--- src/olc_pkg.sv ---
// Package of the overcurrent sense configuration and fault block.
// Assumes a 10 MHz pclk and an APB register slave with 32-bit data.
package olc_pkg;

  // ==========================================================
  // Clock and timing
  localparam int OLC_CLK_NS       = 100;  // Period of pclk
  localparam int OLC_BLANK_LS_NS  = 672;  // Low-side switch blanking
  localparam int OLC_BLANK_DCR_NS = 352;  // Winding resistance blanking
  // Least times, rounded up to whole cycles
  localparam logic [7:0] OLC_BLANK_LS_CYC  = 8'((OLC_BLANK_LS_NS + OLC_CLK_NS - 1) / OLC_CLK_NS);
  localparam logic [7:0] OLC_BLANK_DCR_CYC = 8'((OLC_BLANK_DCR_NS + OLC_CLK_NS - 1) / OLC_CLK_NS);
  localparam logic [3:0] OLC_VIOL_ALLOWED  = 4'h5;  // Violations tolerated

  // ==========================================================
  // Register offsets
  localparam logic [11:0] OLC_CTRL_OFS   = 12'h000;
  localparam logic [11:0] OLC_STATUS_OFS = 12'h004;
  localparam logic [11:0] OLC_ISTAT_OFS  = 12'h008;
  localparam logic [11:0] OLC_IMASK_OFS  = 12'h00C;

  // ==========================================================
  // Field positions
  localparam int OLC_ST_METHOD = 0;  // Status: method in use, 2 bits
  localparam int OLC_ST_FAULT  = 2;  // Status: latched fault flag
  localparam int OLC_ST_COUNT  = 3;  // Status: violation count, 4 bits
  localparam int OLC_ST_RES    = 7;  // Status: method strap holds resistor
  localparam int OLC_ST_LIMIT  = 8;  // Status: limit strap resistor found
  localparam int OLC_IRQ_FAULT = 0;  // Event: fault declared
  localparam int OLC_IRQ_VIOL  = 1;  // Event: violating cycle
  localparam int OLC_IRQ_W     = 2;  // Event bits

  // ==========================================================
  // Sensing methods
  typedef logic [1:0] olc_method_t;
  localparam olc_method_t OLC_M_LS = 2'h0;  // Low-side switch on-resistance
  localparam olc_method_t OLC_M_DN = 2'h1;  // Winding resistance, down-slope
  localparam olc_method_t OLC_M_UP = 2'h2;  // Winding resistance, up-slope

  // Level seen on the sense method strap
  typedef logic [1:0] olc_strap_t;
  localparam olc_strap_t OLC_S_LOW  = 2'h0;
  localparam olc_strap_t OLC_S_OPEN = 2'h1;
  localparam olc_strap_t OLC_S_HIGH = 2'h2;
  localparam olc_strap_t OLC_S_RES  = 2'h3;

  // ==========================================================
  // Control register layout
  typedef struct packed {
    logic              shutdown;    // Fault action: 1 turns drive off
    logic [7:0]        blank;       // Blanking cycles when cfg_en
    logic [3:0]        limit;       // Violations allowed when cfg_en
    logic              cfg_en;      // Use software count and blanking
    olc_method_t       ovr_method;  // Method chosen by software
    logic              ovr_en;      // Software method overrides straps
  } olc_ctrl_s;
  localparam logic [16:0] OLC_CTRL_RST = 17'h10750;

  // Strap inputs travel together
  typedef struct packed {
    logic              limit_present;  // Finite resistor on limit strap
    olc_strap_t        level;          // Sense method strap level
    olc_method_t       res_method;     // Method from resistor decode
  } olc_strap_s;

endpackage

--- src/olc_down_timer.sv ---
// Loadable down counter for the blanking interval.
// Assumes load is a one-cycle pulse in pclk domain.
`timescale 1ns/1ns
`default_nettype none
module olc_down_timer #(
  parameter int W = 8
) (
  input  wire logic         pclk,
  input  wire logic         presetn,
  input  wire logic         load,
  input  wire logic [W-1:0] value,
  output logic      [W-1:0] cnt,
  output logic              expired
);
  // ==========================================================
  // Count down to zero, reload on request
  always_ff @(posedge pclk or negedge presetn) begin
    if (!presetn) begin
      cnt <= '0;
    end else if (load) begin
      cnt <= value;
    end else if (cnt != '0) begin
      cnt <= cnt - W'(1);
    end
  end

  assign expired = (cnt == '0);  // Blanking over
endmodule
`default_nettype wire

--- src/olc_viol_counter.sv ---
// Saturating counter of consecutive violating cycles.
// Assumes inc and clr never fire together.
`timescale 1ns/1ns
`default_nettype none
module olc_viol_counter #(
  parameter int W = 4
) (
  input  wire logic         pclk,
  input  wire logic         presetn,
  input  wire logic         inc,
  input  wire logic         clr,
  output logic      [W-1:0] cnt
);
  // ==========================================================
  // Clear on a clean cycle, count up on a bad one
  always_ff @(posedge pclk or negedge presetn) begin
    if (!presetn) begin
      cnt <= '0;
    end else if (clr) begin
      cnt <= '0;
    end else if (inc && cnt != '1) begin
      cnt <= cnt + W'(1);
    end
  end
endmodule
`default_nettype wire

--- src/olc_top.sv ---
// Overcurrent sense configuration, blanking and fault logic.
// Assumes straps, gate level and comparator are synchronous to pclk.
//
// Contract
// (RULE1) Low strap: low-side sensing, 672ns blanking
// (RULE2) Open strap: down-slope winding sensing, 352ns
// (RULE3) High strap: up-slope winding sensing, 352ns
// (RULE4) Tolerate five violations before fault response
// (RULE5) No limit resistor: default to low-side sensing
// (RULE6) Board fits 10 to 100 kilohm limit resistor
// (RULE7) Resistor on method strap: separate decode
// (RULE8) Software may override the strapped method
// (RULE9) Count, blanking and action are configurable
// (RULE10) Evaluate only within chosen switching interval
// (RULE11) Mask during blanking, clean cycle clears count
// (RULE12) Exceeded count latches readable fault, acts
//
// Chosen here: the APB interface to the registers and the placing of the registers.
`timescale 1ns/1ns
`default_nettype none
module olc_top (
  input  wire logic                pclk,
  input  wire logic                presetn,
  input  wire logic                psel,
  input  wire logic                penable,
  input  wire logic                pwrite,
  input  wire logic [11:0]         paddr,
  input  wire logic [31:0]         pwdata,
  output logic      [31:0]         prdata,
  output logic                     pready,
  output logic                     pslverr,
  input  wire olc_pkg::olc_strap_s strap,
  input  wire logic                hs_gate,
  input  wire logic                comp_over,
  output logic                     fault_shutdown,
  output logic                     fault_flag,
  output olc_pkg::olc_method_t     method_out,
  output logic                     irq
);
  import olc_pkg::*;

  // ==========================================================
  // Evaluation states
  typedef enum logic [2:0] {
    ST_IDLE  = 3'b001,  // Waiting for window start
    ST_BLANK = 3'b010,  // Comparator masked
    ST_EVAL  = 3'b100   // Comparator watched
  } olc_state_e;

  olc_state_e             state;       // Evaluation state
  olc_state_e             next_state;  // Its next value
  olc_ctrl_s              ctrl;        // Control register
  olc_strap_s             strap_q;     // Straps caught after reset
  logic                   strap_taken; // Straps caught once
  logic [OLC_IRQ_W-1:0]   istat;       // Sticky events
  logic [OLC_IRQ_W-1:0]   imask;       // Event mask
  logic                   win_q;       // Window level, last cycle
  logic                   viol_seen;   // Violation in this window
  logic [7:0]             blank_cnt;   // Blanking cycles left
  logic                   blank_done;  // Blanking over
  logic [3:0]             viol_cnt;    // Consecutive bad cycles

  // ==========================================================
  // Strap capture after reset release
  always_ff @(posedge pclk or negedge presetn) begin
    if (!presetn) begin
      strap_q     <= '0;
      strap_taken <= 1'b0;
    end else if (!strap_taken) begin
      strap_q     <= strap;
      strap_taken <= 1'b1;
    end
  end

  // ==========================================================
  // Method selection
  wire strap_is_res = (strap_q.level == OLC_S_RES);
  // Decode is only valid with a limit resistor fitted [RULE6]
  wire olc_method_t lvl_method =
      (strap_q.level == OLC_S_LOW)  ? OLC_M_LS :  // [RULE1]
      (strap_q.level == OLC_S_OPEN) ? OLC_M_DN :  // [RULE2]
      (strap_q.level == OLC_S_HIGH) ? OLC_M_UP :  // [RULE3]
      strap_q.res_method;                         // [RULE7]
  // Missing limit resistor forces low-side sensing [RULE5]
  wire olc_method_t strap_method = strap_q.limit_present ? lvl_method : OLC_M_LS;
  // Software choice takes over when enabled [RULE8]
  wire olc_method_t raw_method = ctrl.ovr_en ? ctrl.ovr_method : strap_method;
  // Undefined code falls back to low-side sensing
  wire olc_method_t method = (raw_method == 2'h3) ? OLC_M_LS : raw_method;

  // ==========================================================
  // Blanking and count limits
  wire [7:0] meth_blank = (method == OLC_M_LS) ? OLC_BLANK_LS_CYC : OLC_BLANK_DCR_CYC;  // [RULE1] [RULE2] [RULE3]
  wire [7:0] blank_sel  = ctrl.cfg_en ? ctrl.blank : meth_blank;        // [RULE9]
  wire [3:0] limit_sel  = ctrl.cfg_en ? ctrl.limit : OLC_VIOL_ALLOWED;  // [RULE4] [RULE9]

  // ==========================================================
  // Sensing window decode
  // Up-slope watches the high-side on time, others the low-side
  wire win       = (method == OLC_M_UP) ? hs_gate : !hs_gate;  // [RULE10]
  wire win_start = win && !win_q;
  wire in_idle   = (state == ST_IDLE);
  wire in_blank  = (state == ST_BLANK);
  wire in_eval   = (state == ST_EVAL);
  wire tmr_load  = in_idle && win_start;
  wire cyc_end   = in_eval && !win;
  wire bad_end   = cyc_end && viol_seen;
  wire clean_end = cyc_end && !viol_seen;  // [RULE11]
  // Count would pass the allowance on this bad cycle
  wire fault_hit = bad_end && (viol_cnt >= limit_sel);  // [RULE4] [RULE12]

  // Window level history
  always_ff @(posedge pclk or negedge presetn) begin
    if (!presetn) begin
      win_q <= 1'b0;
    end else begin
      win_q <= win;
    end
  end

  // ==========================================================
  // Evaluation sequence
  always_comb begin
    next_state = state;
    case (state)
      ST_IDLE: begin
        // Window opens: start blanking
        if (win_start) begin
          next_state = ST_BLANK;
        end
      end
      ST_BLANK: begin
        // Window shut inside blanking: no verdict
        if (!win) begin
          next_state = ST_IDLE;
        end else if (blank_done) begin
          next_state = ST_EVAL;
        end
      end
      ST_EVAL: begin
        // Window shut: cycle verdict taken
        if (!win) begin
          next_state = ST_IDLE;
        end
      end
      default: begin
        next_state = ST_IDLE;
      end
    endcase
  end

  // State register
  always_ff @(posedge pclk or negedge presetn) begin
    if (!presetn) begin
      state <= ST_IDLE;
    end else begin
      state <= next_state;
    end
  end

  // Comparator looked at only past blanking, inside window
  always_ff @(posedge pclk or negedge presetn) begin
    if (!presetn) begin
      viol_seen <= 1'b0;
    end else if (in_idle) begin
      viol_seen <= 1'b0;
    end else if (in_eval && win && comp_over) begin
      viol_seen <= 1'b1;  // [RULE10] [RULE11]
    end
  end

  // ==========================================================
  // Blanking timer and violation counter
  olc_down_timer #(
    .W       (8)
  ) u_blank (
    .pclk    (pclk),
    .presetn (presetn),
    .load    (tmr_load),
    .value   (blank_sel),
    .cnt     (blank_cnt),
    .expired (blank_done)
  );

  olc_viol_counter #(
    .W       (4)
  ) u_viol (
    .pclk    (pclk),
    .presetn (presetn),
    .inc     (bad_end),
    .clr     (clean_end),
    .cnt     (viol_cnt)
  );

  // ==========================================================
  // APB decode
  wire acc      = psel && penable && pready;
  wire wr       = acc && pwrite;
  wire hit_ctrl = (paddr == OLC_CTRL_OFS);
  wire hit_stat = (paddr == OLC_STATUS_OFS);
  wire hit_ist  = (paddr == OLC_ISTAT_OFS);
  wire hit_imk  = (paddr == OLC_IMASK_OFS);
  wire hit_any  = hit_ctrl || hit_stat || hit_ist || hit_imk;
  wire clr_flt  = wr && hit_stat && pwdata[OLC_ST_FAULT];
  wire [OLC_IRQ_W-1:0] ist_clr = (wr && hit_ist) ? pwdata[OLC_IRQ_W-1:0] : '0;
  wire [OLC_IRQ_W-1:0] ist_set = {bad_end, fault_hit};
  wire [31:0] stat_word = {23'h0, strap_q.limit_present, strap_is_res, viol_cnt, fault_flag, method};
  wire [31:0] rd_data =
      hit_ctrl ? {15'h0, ctrl} :
      hit_stat ? stat_word :
      hit_ist  ? {30'h0, istat} :
      hit_imk  ? {30'h0, imask} :
      32'h0;

  // One wait state, answer from flops
  always_ff @(posedge pclk or negedge presetn) begin
    if (!presetn) begin
      pready  <= 1'b0;
      prdata  <= 32'h0;
      pslverr <= 1'b0;
    end else begin
      pready  <= psel && penable && !pready;
      prdata  <= rd_data;
      pslverr <= psel && penable && !pready && !hit_any;
    end
  end

  // Control and mask registers
  always_ff @(posedge pclk or negedge presetn) begin
    if (!presetn) begin
      ctrl  <= olc_ctrl_s'(OLC_CTRL_RST);
      imask <= '0;
    end else if (wr && hit_ctrl) begin
      ctrl  <= olc_ctrl_s'(pwdata[16:0]);  // [RULE8] [RULE9]
    end else if (wr && hit_imk) begin
      imask <= pwdata[OLC_IRQ_W-1:0];
    end
  end

  // ==========================================================
  // Fault flag, events and outputs
  // Set wins over a software clear in the same cycle
  always_ff @(posedge pclk or negedge presetn) begin
    if (!presetn) begin
      fault_flag <= 1'b0;
      istat      <= '0;
    end else begin
      fault_flag <= fault_hit || (fault_flag && !clr_flt);  // [RULE12]
      istat      <= ist_set | (istat & ~ist_clr);
    end
  end

  // Registered outputs
  always_ff @(posedge pclk or negedge presetn) begin
    if (!presetn) begin
      fault_shutdown <= 1'b0;
      method_out     <= OLC_M_LS;
      irq            <= 1'b0;
    end else begin
      fault_shutdown <= ctrl.shutdown && (fault_hit || (fault_flag && !clr_flt));  // [RULE9] [RULE12]
      method_out     <= method;
      irq            <= |((ist_set | (istat & ~ist_clr)) & imask);  // Only unmasked events
    end
  end
endmodule
`default_nettype wire

--- config.mk ---
export PLATFORM = sky130hd
export DESIGN_NAME = olc_top
export DESIGN_NICKNAME = d
export VERILOG_FILES = /design/src/olc_pkg.sv /design/src/olc_down_timer.sv /design/src/olc_viol_counter.sv /design/src/olc_top.sv
export SDC_FILE = /design/constraint.sdc
export NUM_CORES = 1
export LEC_CHECK = 0
export BUFFER_PORTS_ARGS = -buffer_cell sky130_fd_sc_hd__buf_2
export CORE_ASPECT_RATIO = 1.2
export CORE_MARGIN = 2
export CORE_UTILIZATION = 51
export CTS_CLUSTER_DIAMETER = 100
export CTS_CLUSTER_SIZE = 8
export DETAILED_ROUTE_END_ITERATION = 12
export GPL_TIMING_DRIVEN = 0
export PLACE_DENSITY = 0.89
export SKIP_CTS_REPAIR_TIMING = 1
export SLEW_MARGIN = 20
export SYNTH_ARGS = -nofsm -noshare
export SYNTH_HDL_FRONTEND = slang
export SYNTH_SLANG_ARGS = --single-unit
export TNS_END_PERCENT = 30
--- constraint.sdc ---
create_clock -name pclk -period 2.6 [get_ports pclk]
set_clock_uncertainty 0.1 [all_clocks]
set_input_delay 0 -clock pclk [delete_from_list [all_inputs] [get_ports pclk]]
set_output_delay 0 -clock pclk [all_outputs]
set_load 0.005 [all_outputs]
# ---- After elaboration in Yosys (flattened, before gate mapping)
# Cells that the tools add are included.
dict set report classes {
  order_cmp 1
  bitwise 5
  eq_ne 15
  n_addsub 2
  mux 26
  reduce_logical 43
}
# operator count
set op_table {}
lappend op_table {{12-bit by 4-bit equality test with 1-bit output, second input constant} 2}
lappend op_table {{8-bit 2-to-1 mux} 3}
lappend op_table {{1-bit logical AND} 21}
lappend op_table {{2-bit 2-to-1 mux} 10}
lappend op_table {{17-bit 2-to-1 mux} 1}
lappend op_table {{12-bit by 3-bit equality test with 1-bit output, second input constant} 1}
lappend op_table {{12-bit logical NOT} 1}
lappend op_table {{3-bit 2-to-1 mux} 4}
lappend op_table {{4-bit 2-to-1 mux} 3}
lappend op_table {{9-bit 2-to-1 mux} 1}
lappend op_table {{3-bit case mux with 3 select lines} 1}
lappend op_table {{2-bit equality test, second input constant} 4}
lappend op_table {{8-bit logical NOT} 1}
lappend op_table {{8-bit nonzero test} 1}
lappend op_table {{8-bit by 1-bit subtractor with 8-bit output, second input constant} 1}
lappend op_table {{1-bit logical NOT} 7}
lappend op_table {{2-bit nonzero test} 3}
lappend op_table {{4-bit by 1-bit adder with 4-bit output, second input constant} 1}
lappend op_table {{2-bit bitwise AND} 2}
lappend op_table {{4-bit greater-or-equal comparator} 1}
lappend op_table {{2-bit logical NOT} 2}
lappend op_table {{1-bit logical OR} 4}
lappend op_table {{2-bit != test, second input constant} 2}
lappend op_table {{4-bit != test, second input constant} 1}
lappend op_table {{12 further kinds} 14}
dict set report word_totals {
  word_cells 116
  out_inout_bits 39
  input_bits 56
  reg_bits 68
}

# ---- Logic depth before layout (Yosys ltp)
dict set report depth {
  depth_word 17
  mapped_depth 10
  mapped_depth_nobuf 10
}

# ---- By module
# Synthesis repeated with hierarchy kept, for this count alone.
dict set report hier_totals {
  cells_unflattened 283
  area_unflattened_um2 3335.7
}
# mod seq_area_each_um2 area_each_um2 n_inst cells_per_inst
set modules_own_cells {}
lappend modules_own_cells {olc_top 1410.1 2630.0 1 209}
lappend modules_own_cells {olc_down_timer 200.2 476.7 1 54}
lappend modules_own_cells {olc_viol_counter 100.1 229.0 1 20}

# ---- Worst setup path before layout
# Ideal clock, no wire load.
dict set report synth_timing {
  path_kind {reg-to-reg}
  from {register strap_q[3] in the netlist's numbering}
  to {register u_viol.cnt[0]}
  required_ns 2.418
  setup_ns 0.082
  setup_slack_ns 0.225
  t_arrival_ns 2.193
  synth_period_minus_slack_ns 2.375
  stages_incl_launch_ff 11
  path_buffers 0
  cell_sequence {dfrtp_1 > nor2b_1 > o31ai_1 > inv_1 > ha_1 > xor2_1 > inv_1 > or3_1 > nor3_1 > a21oi_1 > o22ai_1}
}
dict set report synth_via {
  elab_chain_len 15
  elab_cells_between_ends 19
  cone_classes {4 x eq/ne; 8 x mux; 7 x reduce/logical}
}
# item line_no
set synth_rtl {}
lappend synth_rtl {{start: declaration} olc_top.sv:53} ;# olc_strap_s strap_q;
lappend synth_rtl {{start signal: assignment} olc_top.sv:70} ;# strap_q <= strap;
lappend synth_rtl {{2-bit equality test} olc_top.sv:82} ;# (strap_q.level == OLC_S_HIGH) ? OLC_M_UP :
lappend synth_rtl {{2-bit 2-to-1 mux} olc_top.sv:82}
lappend synth_rtl {{2-bit 2-to-1 mux} olc_top.sv:81} ;# (strap_q.level == OLC_S_OPEN) ? OLC_M_DN :
lappend synth_rtl {{2-bit 2-to-1 mux *} olc_top.sv:80} ;# (strap_q.level == OLC_S_LOW) ? OLC_M_LS :
lappend synth_rtl {{2-bit 2-to-1 mux *} olc_top.sv:85} ;# wire olc_method_t strap_method = strap_q.limit_present ? lvl_method : OLC_M_LS;
lappend synth_rtl {{2-bit 2-to-1 mux *} olc_top.sv:87} ;# wire olc_method_t raw_method = ctrl.ovr_en ? ctrl.ovr_method : strap_method;
lappend synth_rtl {{2-bit equality test} olc_top.sv:89} ;# wire olc_method_t method = (raw_method == 2'h3) ? OLC_M_LS : raw_method;
lappend synth_rtl {{2-bit 2-to-1 mux *} olc_top.sv:89}
lappend synth_rtl {{named net method[1]} olc_top.sv:89}
lappend synth_rtl {{2-bit equality test *} olc_top.sv:100} ;# wire win = (method == OLC_M_UP) ? hs_gate : !hs_gate;
lappend synth_rtl {{1-bit 2-to-1 mux *} olc_top.sv:100}
lappend synth_rtl {{named net win} olc_top.sv:100}
lappend synth_rtl {{1-bit logical NOT *} n/a}
lappend synth_rtl {{1-bit logical AND *} olc_top.sv:106} ;# wire cyc_end = in_eval && !win;
lappend synth_rtl {{1-bit logical AND} olc_top.sv:107} ;# wire bad_end = cyc_end && viol_seen;
lappend synth_rtl {{1-bit logical AND} olc_viol_counter.sv:21} ;# end else if (inc && cnt != '1) begin
lappend synth_rtl {{2-bit nonzero test (no source line)} n/a}
lappend synth_rtl {{end signal: assignment} olc_viol_counter.sv:22} ;# cnt <= cnt + W'(1);
lappend synth_rtl {{end: declaration} olc_viol_counter.sv:12} ;# output logic [W-1:0] cnt
# Mark *: on every way through the listed nets, which the timed path passes. The rest lies on a longest branch.
# A chain may end at the register's enable or synchronous reset.

# ---- Worst setup path in the final report
dict set report layout_timing {
  from {register strap_q[3] in the netlist's numbering}
  to {register u_blank.cnt[4]}
}
dict set report layout_via {
  elab_chain_len 13
  elab_cells_between_ends 16
  cone_classes {4 x eq/ne; 8 x mux; 4 x reduce/logical}
}
# item line_no
set layout_rtl {}
lappend layout_rtl {{2-bit equality test} olc_top.sv:82}
lappend layout_rtl {{2-bit 2-to-1 mux} olc_top.sv:82}
lappend layout_rtl {{2-bit 2-to-1 mux} olc_top.sv:81}
lappend layout_rtl {{2-bit 2-to-1 mux *} olc_top.sv:80}
lappend layout_rtl {{2-bit 2-to-1 mux *} olc_top.sv:85}
lappend layout_rtl {{2-bit 2-to-1 mux *} olc_top.sv:87}
lappend layout_rtl {{2-bit equality test} olc_top.sv:89}
lappend layout_rtl {{2-bit 2-to-1 mux *} olc_top.sv:89}
lappend layout_rtl {{named net method[1]} olc_top.sv:89}
lappend layout_rtl {{2-bit equality test *} olc_top.sv:100}
lappend layout_rtl {{1-bit 2-to-1 mux *} olc_top.sv:100}
lappend layout_rtl {{1-bit logical AND *} olc_top.sv:101} ;# wire win_start = win && !win_q;
lappend layout_rtl {{1-bit logical AND *} olc_top.sv:105} ;# wire tmr_load = in_idle && win_start;
lappend layout_rtl {{8-bit 2-to-1 mux / 2-bit nonzero test (equally long branches)} n/a}
lappend layout_rtl {{end signal: assignment} olc_down_timer.sv:21} ;# cnt <= value;
lappend layout_rtl {{end signal: assignment} olc_down_timer.sv:23} ;# cnt <= cnt - W'(1);
lappend layout_rtl {{end: declaration} olc_down_timer.sv:12} ;# output logic [W-1:0] cnt,
# Marks and branches as above.

==> run_results.csv <==
group,metric,value,unit
outcome,status,"finished with violations",
outcome,violations,"negative hold slack",
logic_synthesis,syn_area_per_cell,11.7,µm²
floorplan,rows,31,
logic_synthesis,synth_xor_area_frac,0.00546,
logic_synthesis,synthAdderAreaFrac,0.0312,
cells_and_area,layout-drive-gt1-share,0.376,
logic_synthesis,synthDistinctLibCells,45,
cells_and_area,nets,455,
clock_network,clkSlewWorstSetupHoldPaths,70,ps
drt,viasPerCell,5.31,
floorplan,core-area,6050,µm²
logic_synthesis,ys.flop_type,"dfrtp_1",
logic_synthesis,ys_seq_elements,68,
cells_and_area,final_cells,478,
place,dp_cells,434,
power_and_ir_drop,power.total,2.56,mW
clock_network,htreeDepth,3,
cells_and_area,fill_cells,425,
sta,fin_ws,109,ps
drt,dr.first_iter.drc_count,165,
global_route,overflow,0,
worst_setup_path,critPathCaptureType,"register",
global_route,grt_pass1_vias,2374,
clock_network,cts_root_buf,"clkbuf_8",
sta,rsz0062_at_grt,"no",
drt,first_pass_iters,5,
run,drv_cap,0,
logic_synthesis,async_flop_share,1.00,
worst_setup_path,required,2730,ps
sta,tightest_slew,623,ps
clock_network,cts_tree,"built",
drt,wl,7.69,mm
logic_synthesis,yosys.area_share.simple,0.146,
clock_network,cts_buffer_depth,2,
cells_and_area,multi_input_area,1400,µm²
place,place_ws,-241,ps
global_route,grt_start_max_net_pins,53,
cells_and_area,antenna_cells,0,
floorplan,fp.dieH,90.9,µm
cells_and_area,area_delta_synth_final,32.4,%
floorplan,die_w,76.4,µm
logic_synthesis,yosysWarningCount,0,
drt,drtAntennaViolNets,0,
sta,setup_viol,0,
logic_synthesis,netlist_area,3210,µm²
power_and_ir_drop,p_per_area,603,nW/µm²
sta,period_share,0.958,
global_route,grt_pass1_wl,11.3,mm
hold_path,hp-class,"input port to register",
logic_synthesis,synth_seq_area_share,0.533,
place,numPortBuffers,64,
worst_setup_path,cp.arrival,2630,ps
global_route,track_usage,0.208,
floorplan,pin_count,95,
worst_setup_path,critPathKind,"register to register",
sta,hold_ws,-25.7,ps
place,dp_hpwl,4.97,mm
global_route,antenna_found_initial,0,
cells_and_area,final_common_cell,"buf_2",
cells_and_area,final-seq-area,1710,µm²
worst_setup_path,path_max_fanout,10,
sta,finalMaxSlewViolations,0,
sta,period_needed,2490,ps
drt,num_vias,2540,
floorplan,dieArea,6940,µm²
sta,hold_viol,4,
sta,slew_headroom,0.583,
drt,drc,0,
logic_synthesis,synth-compound-area-share,0.105,
place,place_congestion,0.814,
clock_network,numCtsBuffers,9,
power_and_ir_drop,leakage,2.05,nW
sta,fmax,0.401,GHz
floorplan,start_util,0.530,
logic_synthesis,syn_inst,273,
power_and_ir_drop,peakVddDrop,0.471,mV
logic_synthesis,synth_top_family_by_area,"simple AND/OR/NAND/NOR gates",
logic_synthesis,synth_edf_count,0,
cells_and_area,final_cell_mix,"64 x buf_2, 61 x dfrtp_1, 28 x dlygate4sd3_1",
clock_network,clock_sinks,68,
worst_setup_path,start_kind,"register",
logic_synthesis,synthMuxAreaShare,0.117,
clock_network,clock_latency,360,ps
drt,post_drt_wl_per_cell,16.1,µm
cells_and_area,finish.utilization,0.702,
[critical path: stages, from the launching register on]
cell and delay, ps:
dfrtp_1 410, nor2b_1 160, o31ai_2 240, inv_1 90
ha_2 240, xor2_4 180, or3_1 510, buf_2 250
nand2_1 100, o21ai_0 90
[per-layer routing]
metal / vias up / global-route usage / wire length, µm
li1: 1175 / - / -
met1: 1239 / 0.249 / 2950
met2: 104 / 0.345 / 4070
met3: 22 / 0.0590 / 395
met4: 0 / 0.100 / 268
met5: - / 0 / 0
[stage by stage]
stage | instance area [µm²] | TNS, ps
final | 4250 | 0
after global routing | 4250 | 0
after CTS | 3920 | -3170
after detailed placement | 3710 | -2570
after global placement | 3680 | -819
after floorplan | 3260 | 0
[path summary, 6_finish.rpt]
kind / cells past startpoint / slack (ps) / endpoint / startpoint
max in group asynchronous: 3 / 1270 / state[2]$_DFFE_PN0P_ / presetn
min in group asynchronous: 2 / 80 / ctrl[9]$_DFFE_PN1P_ / presetn
worst max-delay path: 9 / 110 / u_blank.cnt[4]$_DFFE_PN0P_ / strap_q[3]$_DFFE_PN0N_
worst min-delay path: 4 / -30 / prdata[0]$_DFF_PN0_ / paddr[4]
worst max register to register: 9 / 110 / u_blank.cnt[4]$_DFFE_PN0P_ / strap_q[3]$_DFFE_PN0N_
worst min register to register: 1 / 370 / pready$_DFF_PN0_ / pready$_DFF_PN0_
[kinds of logic (layout without fill, tap and decap cells)]
logic type,Yosys count,in the layout
DFF,68,68
adders and majority gates,8,8
and+or+nand+nor,81,81
xor gates and xnor gates,2,2
buffers and inverters,30,139
muxes,28,28
other,2,16
AOI/OAI and AO/OA,54,54
[sequential cells by signal (all words and copies together), names as in the netlist, 2 cells and up]
signal	cells
state	3
prdata	17
ctrl	17
istat	2
imask	2
method_out	2
u_viol.cnt	4
u_blank.cnt	8
strap_q	4
[cells in the mapped netlist, drive strengths merged, types with 3 or more instances]
cell type | count | area [µm²]
a21oi | 22 | 110
nand3 | 4 | 20.0
nor3 | 6 | 30.0
ha | 8 | 100
nand2b | 7 | 43.8
a22o | 7 | 67.6
clkbuf | 5 | 18.8
o21ai | 13 | 65.1
dfstp | 7 | 184
dfrtp | 61 | 1530
nor4 | 3 | 48.8
nor3b | 3 | 22.5
inv | 8 | 30.0
nand2 | 16 | 60.1
nor2b | 7 | 43.8
a211oi | 3 | 22.5
mux2 | 25 | 319
nor2 | 14 | 52.6
o31ai | 3 | 22.5
buf | 17 | 144
and2 | 10 | 62.6
or3 | 4 | 25.0
[power by group]
group          switching (mW)  total, mW  internal (mW)
registers              0.0834       1.23           1.15
clock network           0.399      0.891          0.492
logic                   0.219      0.437          0.217
[cell type report]
cell class / instances / share of cell area
Buffer: 21 / 0.0377
Multi-Input combinational cell: 189 / 0.330
Tap cell: 82 / 0.0242
Clock inverter: 4 / 0.0112
Timing Repair Buffer: 94 / 0.150
Clock buffer: 12 / 0.0365
Sequential cell: 68 / 0.403
Inverter: 8 / 0.00707
(Power assumes the default switching activity.)
